--- config.mk ---
export PLATFORM = sky130hd
export DESIGN_NAME = oms_mode_select
export DESIGN_NICKNAME = d
export VERILOG_FILES = /design/src/oms_pkg.sv /design/src/oms_mode_select.sv
export SDC_FILE = /design/constraint.sdc
export NUM_CORES = 1
export LEC_CHECK = 0
export BUFFER_PORTS_ARGS = -buffer_cell sky130_fd_sc_hd__buf_4
export CAP_MARGIN = 5
export CORE_AREA = 3 3 72 74
export DETAILED_ROUTE_END_ITERATION = 8
export DIE_AREA = 0 0 75 77
export GPL_TIMING_DRIVEN = 0
export PLACE_DENSITY = 0.73
export SETUP_SLACK_MARGIN = 0.4
export SYNTH_ARGS = -nofsm -noshare
export SYNTH_HDL_FRONTEND = slang
export SYNTH_SLANG_ARGS = --single-unit
--- constraint.sdc ---
create_clock -name clk_sys -period 1.1 [get_ports clk_sys]
set_input_delay 0 -clock clk_sys [delete_from_list [all_inputs] [get_ports clk_sys]]
set_output_delay 0 -clock clk_sys [all_outputs]
set_load 0.05 [all_outputs]
--- src/oms_pkg.sv ---
/*
 mode select package: mode codes, strobe roles, map constants, vectors.
 assumes nothing beyond a systemverilog compiler.
*/
package oms_pkg;
  typedef logic [2:0] oms_mode_t;
  localparam oms_mode_t MODE_MUX_TEST = 3'h0;
  localparam oms_mode_t MODE_SINGLE_TEST = 3'h4;
  localparam oms_mode_t MODE_NMUX = 3'h5;
  localparam oms_mode_t MODE_MUX_PART = 3'h6;
  localparam oms_mode_t MODE_SINGLE = 3'h7;
  typedef enum logic [1:0] {OMS_SINGLE, OMS_NMUX, OMS_MUX} oms_bus_t;
  typedef enum logic [1:0] {STB_IN3_OUT3, STB_SEL_RW, STB_AS_RW} oms_stb_t;
  typedef struct packed {
    logic [15:0] addr;
    logic valid;
    logic rd_wr_n;
  } oms_cpu_acc_t;
  typedef struct packed {
    logic nmi;
    logic irq_ext;
    logic [3:0] irq_int;
    logic mask_i;
    logic [3:0] int_en;
  } oms_irq_in_t;
  localparam logic [7:0] REG_P2_DATA = 8'h03;
  localparam logic [7:0] REG_P4_DDR = 8'h05;
  localparam int P2_SWITCH_BIT = 5;
  localparam int P2_MODE_LSB = 5;
  localparam logic [7:0] REG_AREA_SIZE = 8'h20;
  localparam logic [7:0] RAM_LO = 8'h80;
  localparam logic [15:0] NMUX_EXT_LO = 16'h0100;
  localparam logic [15:0] NMUX_EXT_HI = 16'h01ff;
  localparam int ROM_BYTES = 2048;
  localparam int DPRAM_BYTES = 128;
  localparam int SEMA_COUNT = 6;
  localparam int IO_LINES_MAX = 21;
  localparam logic [15:0] VEC_BASE_NORM = 16'hfff0;
  localparam logic [15:0] VEC_BASE_EXT = 16'hbff0;
  localparam logic [3:0] VEC_RESET = 4'he;
  localparam logic [3:0] VEC_NMI = 4'hc;
  localparam logic [3:0] VEC_EXT = 4'h8;
  localparam logic [3:0] VEC_ICF = 4'h6;
  localparam logic [3:0] VEC_OCF = 4'h4;
  localparam logic [3:0] VEC_TOF = 4'h2;
  localparam logic [3:0] VEC_SCI = 4'h0;
  localparam int RST_LOW_ECYC = 3;
  localparam int MODE_SETUP_ECYC = 2;
endpackage : oms_pkg
--- src/oms_mode_select.sv ---
/*
 operating mode select: latches the mode at reset release and derives
 the bus kind, strobe roles, port 3/4 use, address decode and interrupt
 vector selection. assumes one e-rate clock and synchronous pins.
*/
// Added by the designer: the strobed register port and the register addresses.
`timescale 1ns/1ps
module oms_mode_select
  import oms_pkg::*;
(
  input wire logic clk_sys,
  input wire logic rst_b,
  input wire logic mode_pin0,
  input wire logic mode_pin1,
  input wire logic mode_pin2,
  input wire logic reg_wr,
  input wire logic reg_rd,
  input wire logic [7:0] reg_addr,
  input wire logic [7:0] reg_wdata,
  output logic [7:0] reg_rdata,
  input wire oms_pkg::oms_cpu_acc_t cpu_acc,
  input wire logic insn_done,
  input wire oms_pkg::oms_irq_in_t irq_in,
  input wire logic [7:0] p4_addr_ddr_sel,
  output logic [2:0] mode,
  output logic mode_bit0,
  output logic mode_bit1,
  output logic mode_bit2,
  output oms_pkg::oms_bus_t bus_kind,
  output oms_pkg::oms_stb_t stb_role,
  output logic rom_enable,
  output logic ram_hit,
  output logic reg_area_hit,
  output logic ext_select_strobe,
  output logic buses_joined,
  output logic [7:0] p4_addr_oe,
  output logic p3_data_bus,
  output logic p3_muxed,
  output logic irq_take,
  output logic [15:0] vec_addr
);
  import oms_pkg::*;

  logic rst_s1_q, rst_s2_q;
  logic armed_q;
  logic [2:0] mode_q, mode_d;
  logic [7:0] p4_ddr_q;
  logic [7:0] rdata_q;
  logic take_q;
  logic [15:0] vec_q;
  logic sel_q, ram_q, regh_q, rom_q, join_q;
  logic [7:0] p4oe_q;
  logic p3d_q, p3m_q;
  oms_bus_t bus_q;
  oms_stb_t stb_q;

  function automatic oms_bus_t kind_of(input logic [2:0] m);
    if (m == MODE_SINGLE_TEST || m == MODE_SINGLE)
      kind_of = OMS_SINGLE;
    else if (m == MODE_NMUX)
      kind_of = OMS_NMUX;
    else
      kind_of = OMS_MUX;
  endfunction : kind_of

  // reset release through two flops
  always_ff @(posedge clk_sys or negedge rst_b) begin
    if (!rst_b) begin
      rst_s1_q <= 1'b0;
      rst_s2_q <= 1'b0;
    end else begin
      rst_s1_q <= 1'b1;
      rst_s2_q <= rst_s1_q;
    end
  end
  wire rst_n = rst_s2_q;

  // mode latch and one-way switch
  wire wr_p2 = reg_wr && reg_addr == REG_P2_DATA;
  wire sw_45 = wr_p2 && reg_wdata[P2_SWITCH_BIT]
    && mode_q == MODE_SINGLE_TEST;
  always_comb begin
    mode_d = mode_q;
    if (!armed_q)
      mode_d = {mode_pin2, mode_pin1, mode_pin0};
    else if (sw_45)
      mode_d = MODE_NMUX;
  end
  always_ff @(posedge clk_sys or negedge rst_n) begin
    if (!rst_n) begin
      armed_q <= 1'b0;
      mode_q <= MODE_MUX_TEST;
    end else begin
      armed_q <= 1'b1;
      mode_q <= mode_d;
    end
  end

  wire oms_bus_t kind = kind_of(mode_q);
  wire [7:0] alo = cpu_acc.addr[7:0];
  wire [15:0] a = cpu_acc.addr;

  // port 4 direction, written by software
  always_ff @(posedge clk_sys or negedge rst_n) begin
    if (!rst_n)
      p4_ddr_q <= 8'h00;
    else if (reg_wr && reg_addr == REG_P4_DDR)
      p4_ddr_q <= reg_wdata;
  end

  // decode
  wire is_reg = cpu_acc.valid && a[15:8] == 8'h00
    && alo < REG_AREA_SIZE;
  wire is_ram_t = cpu_acc.valid && alo >= RAM_LO;
  wire is_sel = cpu_acc.valid && kind == OMS_NMUX
    && a >= NMUX_EXT_LO && a <= NMUX_EXT_HI;
  wire rom_on = mode_q != MODE_SINGLE_TEST;
  wire [7:0] p4oe_d = (kind == OMS_SINGLE) ? 8'h00 :
    (mode_q == MODE_MUX_PART || kind == OMS_NMUX) ? p4_ddr_q :
    8'hff;
  wire oms_stb_t stb_d = (kind == OMS_SINGLE) ? STB_IN3_OUT3 :
    (kind == OMS_NMUX) ? STB_SEL_RW : STB_AS_RW;

  // interrupt arbitration
  wire [3:0] int_req = irq_in.irq_int & irq_in.int_en;
  wire ext_ok = irq_in.irq_ext && !irq_in.mask_i;
  wire int_ok = |int_req && !irq_in.mask_i;
  wire [3:0] vsel = irq_in.nmi ? VEC_NMI :
    ext_ok ? VEC_EXT :
    int_req[3] ? VEC_ICF :
    int_req[2] ? VEC_OCF :
    int_req[1] ? VEC_TOF : VEC_SCI;
  wire [15:0] vbase = (mode_q == MODE_MUX_TEST) ? VEC_BASE_EXT :
    VEC_BASE_NORM;
  wire want = irq_in.nmi || ext_ok || int_ok;

  always_ff @(posedge clk_sys or negedge rst_n) begin
    if (!rst_n) begin
      take_q <= 1'b0;
      vec_q <= VEC_BASE_NORM;
    end else begin
      take_q <= want && insn_done;
      if (!armed_q)
        vec_q <= VEC_BASE_NORM;
      else if (want && insn_done)
        vec_q <= vbase | {12'h000, vsel};
      else
        vec_q <= vbase | {12'h000, VEC_RESET};
    end
  end

  // registered outputs
  always_ff @(posedge clk_sys or negedge rst_n) begin
    if (!rst_n) begin
      sel_q <= 1'b0;
      ram_q <= 1'b0;
      regh_q <= 1'b0;
      rom_q <= 1'b0;
      join_q <= 1'b0;
      p4oe_q <= 8'h00;
      p3d_q <= 1'b0;
      p3m_q <= 1'b0;
      bus_q <= OMS_MUX;
      stb_q <= STB_AS_RW;
      rdata_q <= 8'h00;
    end else begin
      sel_q <= is_sel;
      ram_q <= is_ram_t && (mode_q == MODE_SINGLE_TEST || a[15:8] == 8'h00);
      regh_q <= is_reg;
      rom_q <= rom_on;
      join_q <= mode_q == MODE_MUX_TEST;
      p4oe_q <= p4oe_d & p4_addr_ddr_sel;
      p3d_q <= kind != OMS_SINGLE;
      p3m_q <= kind == OMS_MUX;
      bus_q <= kind;
      stb_q <= stb_d;
      rdata_q <= (reg_rd && reg_addr == REG_P2_DATA) ?
        {mode_q, 5'h00} : 8'h00;
    end
  end

  assign reg_rdata = rdata_q;
  assign mode = mode_q;
  assign mode_bit0 = mode_q[0];
  assign mode_bit1 = mode_q[1];
  assign mode_bit2 = mode_q[2];
  assign bus_kind = bus_q;
  assign stb_role = stb_q;
  assign rom_enable = rom_q;
  assign ram_hit = ram_q;
  assign reg_area_hit = regh_q;
  assign ext_select_strobe = sel_q;
  assign buses_joined = join_q;
  assign p4_addr_oe = p4oe_q;
  assign p3_data_bus = p3d_q;
  assign p3_muxed = p3m_q;
  assign irq_take = take_q;
  assign vec_addr = vec_q;

  // mode classes from the raw codes, apart from kind_of
  wire chk_single = mode_q == MODE_SINGLE_TEST || mode_q == MODE_SINGLE;
  wire chk_nmux = mode_q == MODE_NMUX;
  wire chk_mux = !mode_q[2] || mode_q == MODE_MUX_PART;
  wire sel_win = cpu_acc.valid && a >= NMUX_EXT_LO && a <= NMUX_EXT_HI;

  // mode latch checks
  a_mode_stable: assert property (
    @(posedge clk_sys) disable iff (!rst_n)
    armed_q && !sw_45 |=> $stable(mode_q))
    else $error("mode changed without reset");
  a_switch_45: assert property (
    @(posedge clk_sys) disable iff (!rst_n)
    armed_q && sw_45 |=> mode_q == MODE_NMUX)
    else $error("mode 4 to 5 switch missed");
  a_no_back_4: assert property (
    @(posedge clk_sys) disable iff (!rst_n)
    armed_q && mode_q != MODE_SINGLE_TEST |=> mode_q != MODE_SINGLE_TEST)
    else $error("returned to mode 4");
  a_rdata_mode: assert property (
    @(posedge clk_sys) disable iff (!rst_n)
    reg_rd && reg_addr == REG_P2_DATA |=> reg_rdata[7:5] == $past(mode_q))
    else $error("mode readback wrong");
  a_rdata_idle: assert property (
    @(posedge clk_sys) disable iff (!rst_n)
    !reg_rd |=> reg_rdata == 8'h00)
    else $error("read data without a read");

  // bus kind and strobe roles
  a_bus_single: assert property (
    @(posedge clk_sys) disable iff (!rst_n)
    armed_q && chk_single |=> bus_kind == OMS_SINGLE)
    else $error("single chip kind wrong");
  a_bus_nmux: assert property (
    @(posedge clk_sys) disable iff (!rst_n)
    armed_q && chk_nmux |=> bus_kind == OMS_NMUX)
    else $error("non-multiplexed kind wrong");
  a_bus_mux: assert property (
    @(posedge clk_sys) disable iff (!rst_n)
    armed_q && chk_mux |=> bus_kind == OMS_MUX)
    else $error("multiplexed kind wrong");
  a_stb_single: assert property (
    @(posedge clk_sys) disable iff (!rst_n)
    chk_single |=> stb_role == STB_IN3_OUT3)
    else $error("single chip strobes wrong");
  a_stb_nmux: assert property (
    @(posedge clk_sys) disable iff (!rst_n)
    chk_nmux |=> stb_role == STB_SEL_RW)
    else $error("non-multiplexed strobes wrong");
  a_stb_mux: assert property (
    @(posedge clk_sys) disable iff (!rst_n)
    chk_mux |=> stb_role == STB_AS_RW)
    else $error("multiplexed strobes wrong");

  // memory map
  a_rom_test: assert property (
    @(posedge clk_sys) disable iff (!rst_n)
    mode_q == MODE_SINGLE_TEST |=> !rom_enable)
    else $error("rom present in mode 4");
  a_rom_single: assert property (
    @(posedge clk_sys) disable iff (!rst_n)
    mode_q == MODE_SINGLE |=> rom_enable)
    else $error("rom missing in single chip");
  a_join_mode0: assert property (
    @(posedge clk_sys) disable iff (!rst_n)
    mode_q == MODE_MUX_TEST |=> buses_joined)
    else $error("buses not joined in mode 0");
  a_reg_area: assert property (
    @(posedge clk_sys) disable iff (!rst_n)
    cpu_acc.valid && a < {8'h00, REG_AREA_SIZE} |=> reg_area_hit)
    else $error("register area missed");
  a_ram_test: assert property (
    @(posedge clk_sys) disable iff (!rst_n)
    chk_single && !mode_q[0] && cpu_acc.valid && alo >= RAM_LO |=> ram_hit)
    else $error("mode 4 ram missed");
  a_sel_range: assert property (
    @(posedge clk_sys) disable iff (!rst_n)
    ext_select_strobe |-> $past(sel_win) && $past(chk_nmux))
    else $error("select outside range");
  a_sel_hit: assert property (
    @(posedge clk_sys) disable iff (!rst_n)
    sel_win && chk_nmux |=> ext_select_strobe)
    else $error("select missed in range");

  // ports 3 and 4
  a_p3_mux: assert property (
    @(posedge clk_sys) disable iff (!rst_n)
    chk_mux |=> p3_muxed && p3_data_bus)
    else $error("port 3 not multiplexed");
  a_p3_nmux: assert property (
    @(posedge clk_sys) disable iff (!rst_n)
    chk_nmux |=> p3_data_bus && !p3_muxed)
    else $error("port 3 not a data bus");
  a_p3_single: assert property (
    @(posedge clk_sys) disable iff (!rst_n)
    chk_single |=> !p3_data_bus && !p3_muxed)
    else $error("port 3 is a bus in single chip");
  a_p4_single: assert property (
    @(posedge clk_sys) disable iff (!rst_n)
    chk_single |=> p4_addr_oe == 8'h00)
    else $error("port 4 drives address in single chip");
  a_p4_full: assert property (
    @(posedge clk_sys) disable iff (!rst_n)
    chk_mux && mode_q != MODE_MUX_PART |=>
      p4_addr_oe == $past(p4_addr_ddr_sel))
    else $error("port 4 upper address not driven");
  a_p4_ddr_only: assert property (
    @(posedge clk_sys) disable iff (!rst_n)
    mode_q == MODE_MUX_PART || chk_nmux |=>
      (p4_addr_oe & ~$past(p4_ddr_q)) == 8'h00)
    else $error("port 4 drives a line set as input");

  // interrupts and vectors
  a_nmi_first: assert property (
    @(posedge clk_sys) disable iff (!rst_n)
    irq_in.nmi && insn_done && armed_q |=>
      irq_take && vec_addr[3:0] == VEC_NMI)
    else $error("nmi not taken");
  a_nmi_masked: assert property (
    @(posedge clk_sys) disable iff (!rst_n)
    irq_in.nmi && irq_in.mask_i && insn_done |=> irq_take)
    else $error("nmi blocked by mask");
  a_take_done: assert property (
    @(posedge clk_sys) disable iff (!rst_n)
    !insn_done |=> !irq_take)
    else $error("taken inside an instruction");
  a_ext_over_int: assert property (
    @(posedge clk_sys) disable iff (!rst_n)
    armed_q && !irq_in.nmi && ext_ok && |int_req && insn_done
      |=> vec_addr[3:0] == VEC_EXT)
    else $error("internal served before external");
  a_ext_taken: assert property (
    @(posedge clk_sys) disable iff (!rst_n)
    armed_q && !irq_in.nmi && irq_in.irq_ext && !irq_in.mask_i
      && insn_done |=> irq_take && vec_addr[3:0] == VEC_EXT)
    else $error("unmasked external request lost");
  a_mask_gate: assert property (
    @(posedge clk_sys) disable iff (!rst_n)
    !irq_in.nmi && irq_in.mask_i |=> !irq_take)
    else $error("masked request taken");
  a_enable_gate: assert property (
    @(posedge clk_sys) disable iff (!rst_n)
    !irq_in.nmi && !irq_in.irq_ext
      && (irq_in.irq_int & irq_in.int_en) == 4'h0 |=> !irq_take)
    else $error("disabled request taken");
  a_prio_icf: assert property (
    @(posedge clk_sys) disable iff (!rst_n)
    armed_q && !irq_in.nmi && !irq_in.irq_ext && !irq_in.mask_i
      && int_req[3] && insn_done |=> vec_addr[3:0] == VEC_ICF)
    else $error("capture vector wrong");
  a_prio_ocf: assert property (
    @(posedge clk_sys) disable iff (!rst_n)
    armed_q && !irq_in.nmi && !irq_in.irq_ext && !irq_in.mask_i
      && int_req[3:2] == 2'h1 && insn_done |=> vec_addr[3:0] == VEC_OCF)
    else $error("compare vector wrong");
  a_prio_sci: assert property (
    @(posedge clk_sys) disable iff (!rst_n)
    armed_q && !irq_in.nmi && !irq_in.irq_ext && !irq_in.mask_i
      && int_req == 4'h1 && insn_done |=> vec_addr[3:0] == VEC_SCI)
    else $error("serial vector wrong");
  a_vec_mode0: assert property (
    @(posedge clk_sys) disable iff (!rst_n)
    armed_q && mode_q == MODE_MUX_TEST |=>
      vec_addr[15:4] == VEC_BASE_EXT[15:4])
    else $error("mode 0 vectors not relocated");
  a_vec_norm: assert property (
    @(posedge clk_sys) disable iff (!rst_n)
    armed_q && mode_q != MODE_MUX_TEST |=>
      vec_addr[15:4] == VEC_BASE_NORM[15:4])
    else $error("vectors not at top of memory");
  a_idle_vec: assert property (
    @(posedge clk_sys) disable iff (!rst_n)
    armed_q && !insn_done |=> vec_addr[3:0] == VEC_RESET)
    else $error("idle vector not reset vector");

  c_switch: cover property (@(posedge clk_sys) disable iff (!rst_n) sw_45);
  c_nmux_sel: cover property (@(posedge clk_sys) disable iff (!rst_n)
    ext_select_strobe);
  c_int_take: cover property (@(posedge clk_sys) disable iff (!rst_n)
    irq_take && vec_addr[3:0] == VEC_SCI);
  c_vec_ext: cover property (@(posedge clk_sys) disable iff (!rst_n)
    irq_take && vec_addr[15:4] == VEC_BASE_EXT[15:4]);
  c_p4_part: cover property (@(posedge clk_sys) disable iff (!rst_n)
    p4_addr_oe != 8'h00 && p4_addr_oe != 8'hff);
endmodule : oms_mode_select

==> results.yml <==
outcome:
  status: "finished with violations"
  violations: "negative hold slack, negative setup slack"
synth:
  synth_top_family_by_area: "simple AND/OR/NAND/NOR gates"
  synthArstFlopShare_pct: 100
  synth_most_common_cell: "dfrtp_1"
  synth_area_mm2: 0.00168
  ys.flop_type: "dfrtp_1"
  synth_cell_types: 31
  synth_top_area_cell: "dfrtp_1"
  syn-instance-count: 142
  ys_ff_latch: 39
  synthAdderAreaFrac_pct: 0
  synth_edf_count: 0
  ys_seq_area_share_pct: 58.1
  synthMuxAreaShare_pct: 7.29
  synth_area_leaders: "dfrtp_1 55%, buf_4 9.8%, mux2_2 6.7%, nor2b_1 4.1%, a21oi_1 3.9%"
  ys_top_cells_by_count: "37 x dfrtp_1, 22 x buf_4, 13 x a21oi_1, 11 x nor2b_1, 10 x mux2_2"
  synth_xor_area_share_pct: 0.520
  synthSimpleGateAreaFrac_pct: 14.9
  syn_avg_cell_area_um2: 11.9
  synth_compound_area_share_pct: 7.29
  synth_top_area_share_pct: 55.0
  yosysWarnings: 0
worst_setup_path:
  cp_data_required_time_ns: 1.31
  critPathBufInv: 0
  critPathTopFamily: "flip-flops"
  end_kind: "flip-flop"
  startpoint_type: "flip-flop"
  crit_cells: 3
  slowest_delay_ns: 0.56
  slowest_stage: "dfrtp_4"
  crit_path_max_fanout: 6
  crit_type: "flip-flop to flip-flop"
  reg2reg_depth: 3
  crit_chain: "xor2_4 -> a21oi_1 -> nor2b_1"
  critPathArrivalTime_ns: 1.42
drt:
  wl_per_cell_um: 14.9
  post_drt_via_cell_ratio: 4.52
  antenna_left: 0
  drc: 0
  dr.first_iter.drc_count: 46
  wl_mm: 4.94
  dr.pass1.iters: 3
  dr_total_vias: 1499
placed_design:
  place_area_mm2: 0.00257
  dp_slack_ns: -0.0920
  io_buffers: 87
  dpl.hpwl_mm: 3.23
  gp_congestion: 0.739
final_layout:
  drive_above_1_share_pct: 60.8
  final_area_mm2: 0.00316
  antenna_cells: 0
  final_nets: 338
  syn_to_final_growth_pct: 87.8
sta:
  final-max-slew-violation-count: 0
  tns_ns: -0.619
  period_share_pct: 110
  rsz0062_at_grt: "true"
  skew_ns: 0.00687
  fmax_mhz: 825
  setup_viol: 13
  setup_slack_ns: -0.112
  period_minus_slack_ns: 1.21
  whs_ns: -0.0576
  finalHoldViolCount: 12
pwr:
  power_density_mw_per_mm2: 1240
  swShare_pct: 34.2
  power_frac_seq_pct: 41.8
  clockPowerShare_pct: 24.1
  internal_power_w: 0.00258
  power_switching_w: 0.00135
  vdd.ir_drop.worst_uv: 569
  combPwrFrac_pct: 34.1
  leakage_nw: 1.56
clocking:
  cts.htree.levels: 2
  cts_tree: "done"
  cts.clk_slew.worst_paths_ns: 0.08
  worstSkewPairLatency_ns: 0.28
  clockBufferDepth: 2
  cts_made_buffers: 5
  cts-root-buf: "clkbuf_8"
  cts_sinks: 39
floorplan:
  ios: 111
  initial_core_util_pct: 36.1
  die-area_mm2: 0.00578
  die_h_um: 77
  die_x_um: 75
  core_mm2: 0.00466
  fp-row-count: 25
hold_path:
  holdPathStages: 2
  hold_path.class: "primary input to flip-flop"
global_routing:
  grt_usage_pct: 17.2
  grt_antenna_before_repair: 0
  grt_pass1_wl_mm: 7.53
  grt_pass1_vias: 1584
  grt_remaining_overflow: 0
  grt_start_max_net_pins: 21
run:
  maxCapViolCount: 0
## stage by stage
step                hold WS (ns)  utilization [%]  total power, W  instances
detailed placement        -0.214             55.2         0.00272        300
global route             -0.0688             67.8         0.00409        332
finish                   -0.0576             67.8         0.00393        332
floorplan                 -0.296                -         0.00235        159
global placement          -0.218             55.2         0.00270        300
CTS                      -0.0672             66.5         0.00388        330
## flip-flops by register name, summed over array words and instances (netlist names), 3 cells and up
signal      flops
vec_addr        4
reg_rdata       3
p4_addr_oe      8
p4_ddr_q        8
mode            3
## cells in the final DEF (no fill, tap or decap), types with 3 or more instances in the layout
cell type / count
dfrtp_1: 32
a21oi_1: 5
buf_4: 79
nor2b_1: 10
a21oi_2: 8
nand2_1: 4
nand3_1: 3
conb_1: 19
clkbuf_8: 6
dlygate4sd3_1: 13
dfrtp_4: 3
buf_8: 15
mux2_4: 9
nor2_1: 5
buf_6: 26
## kinds of logic after synthesis
logic type | Yosys count
xor gates and xnor gates | 1
AOI/OAI and AO/OA | 21
DFF | 39
buffers and inverters | 29
muxes | 11
other | 2
and+or+nand+nor | 39
## layer usage
metal	part of all wire [%]	vias up	global-route usage (%)
li1	-	712	-
met1	36	727	18.5
met2	57	53	30.4
met3	5.2	7	5.50
met4	1.6	0	6.76
met5	0	-	0
## worst reg2reg max path: stages, from the launching register on
cell and delay, ns:
dfrtp_4 0.56, xor2_4 0.32, a21oi_1 0.12, nor2b_1 0.15
## cell type report
class                   instances  area (um2)
plain buffers                  24         220
well taps                      54        67.6
flip-flops and latches         39         992
inverters                       5        23.8
clock inverters                 2        12.5
multi-input cells              92         737
repair buffers                110        1030
clock buffers                   6        72.6
fillers                       334        1500
## power by group through the flow
stage	clock network (W)	registers, W	logic (W)
finish	0.000947	0.00164	0.00134
detailed placement	0	0.00165	0.00106
global placement	0	0.00165	0.00105
global route	0.00103	0.00166	0.00141
CTS	0.000961	0.00163	0.00129
floorplan	0	0.00189	0.000463
## what timing repair did
action | CTS | global route
buffers inserted | 7 | 2
endpoints found under the setup margin | 70 | 68
resized for setup | 61 | 12
hold endpoints to repair | 26 | 14
gates cloned | 2 | 0
pin swaps | 4 | 7
hold buffers | 13 | 2
## worst paths after layout
check,startpoint,slack [ns],to
max reg2reg,mode[0],-0.11,p4_addr_oe[4]
min reg2reg,rst_n,0.22,mode[0]
max,mode[0],-0.11,p4_addr_oe[4]
min,reg_wdata[4],-0.06,p4_ddr_q[4]
max in group asynchronous,rst_n,0.47,p4_addr_oe[2]
min in group asynchronous,rst_b,0.03,rst_n
Note: power is estimated with default switching activity, not from simulation.
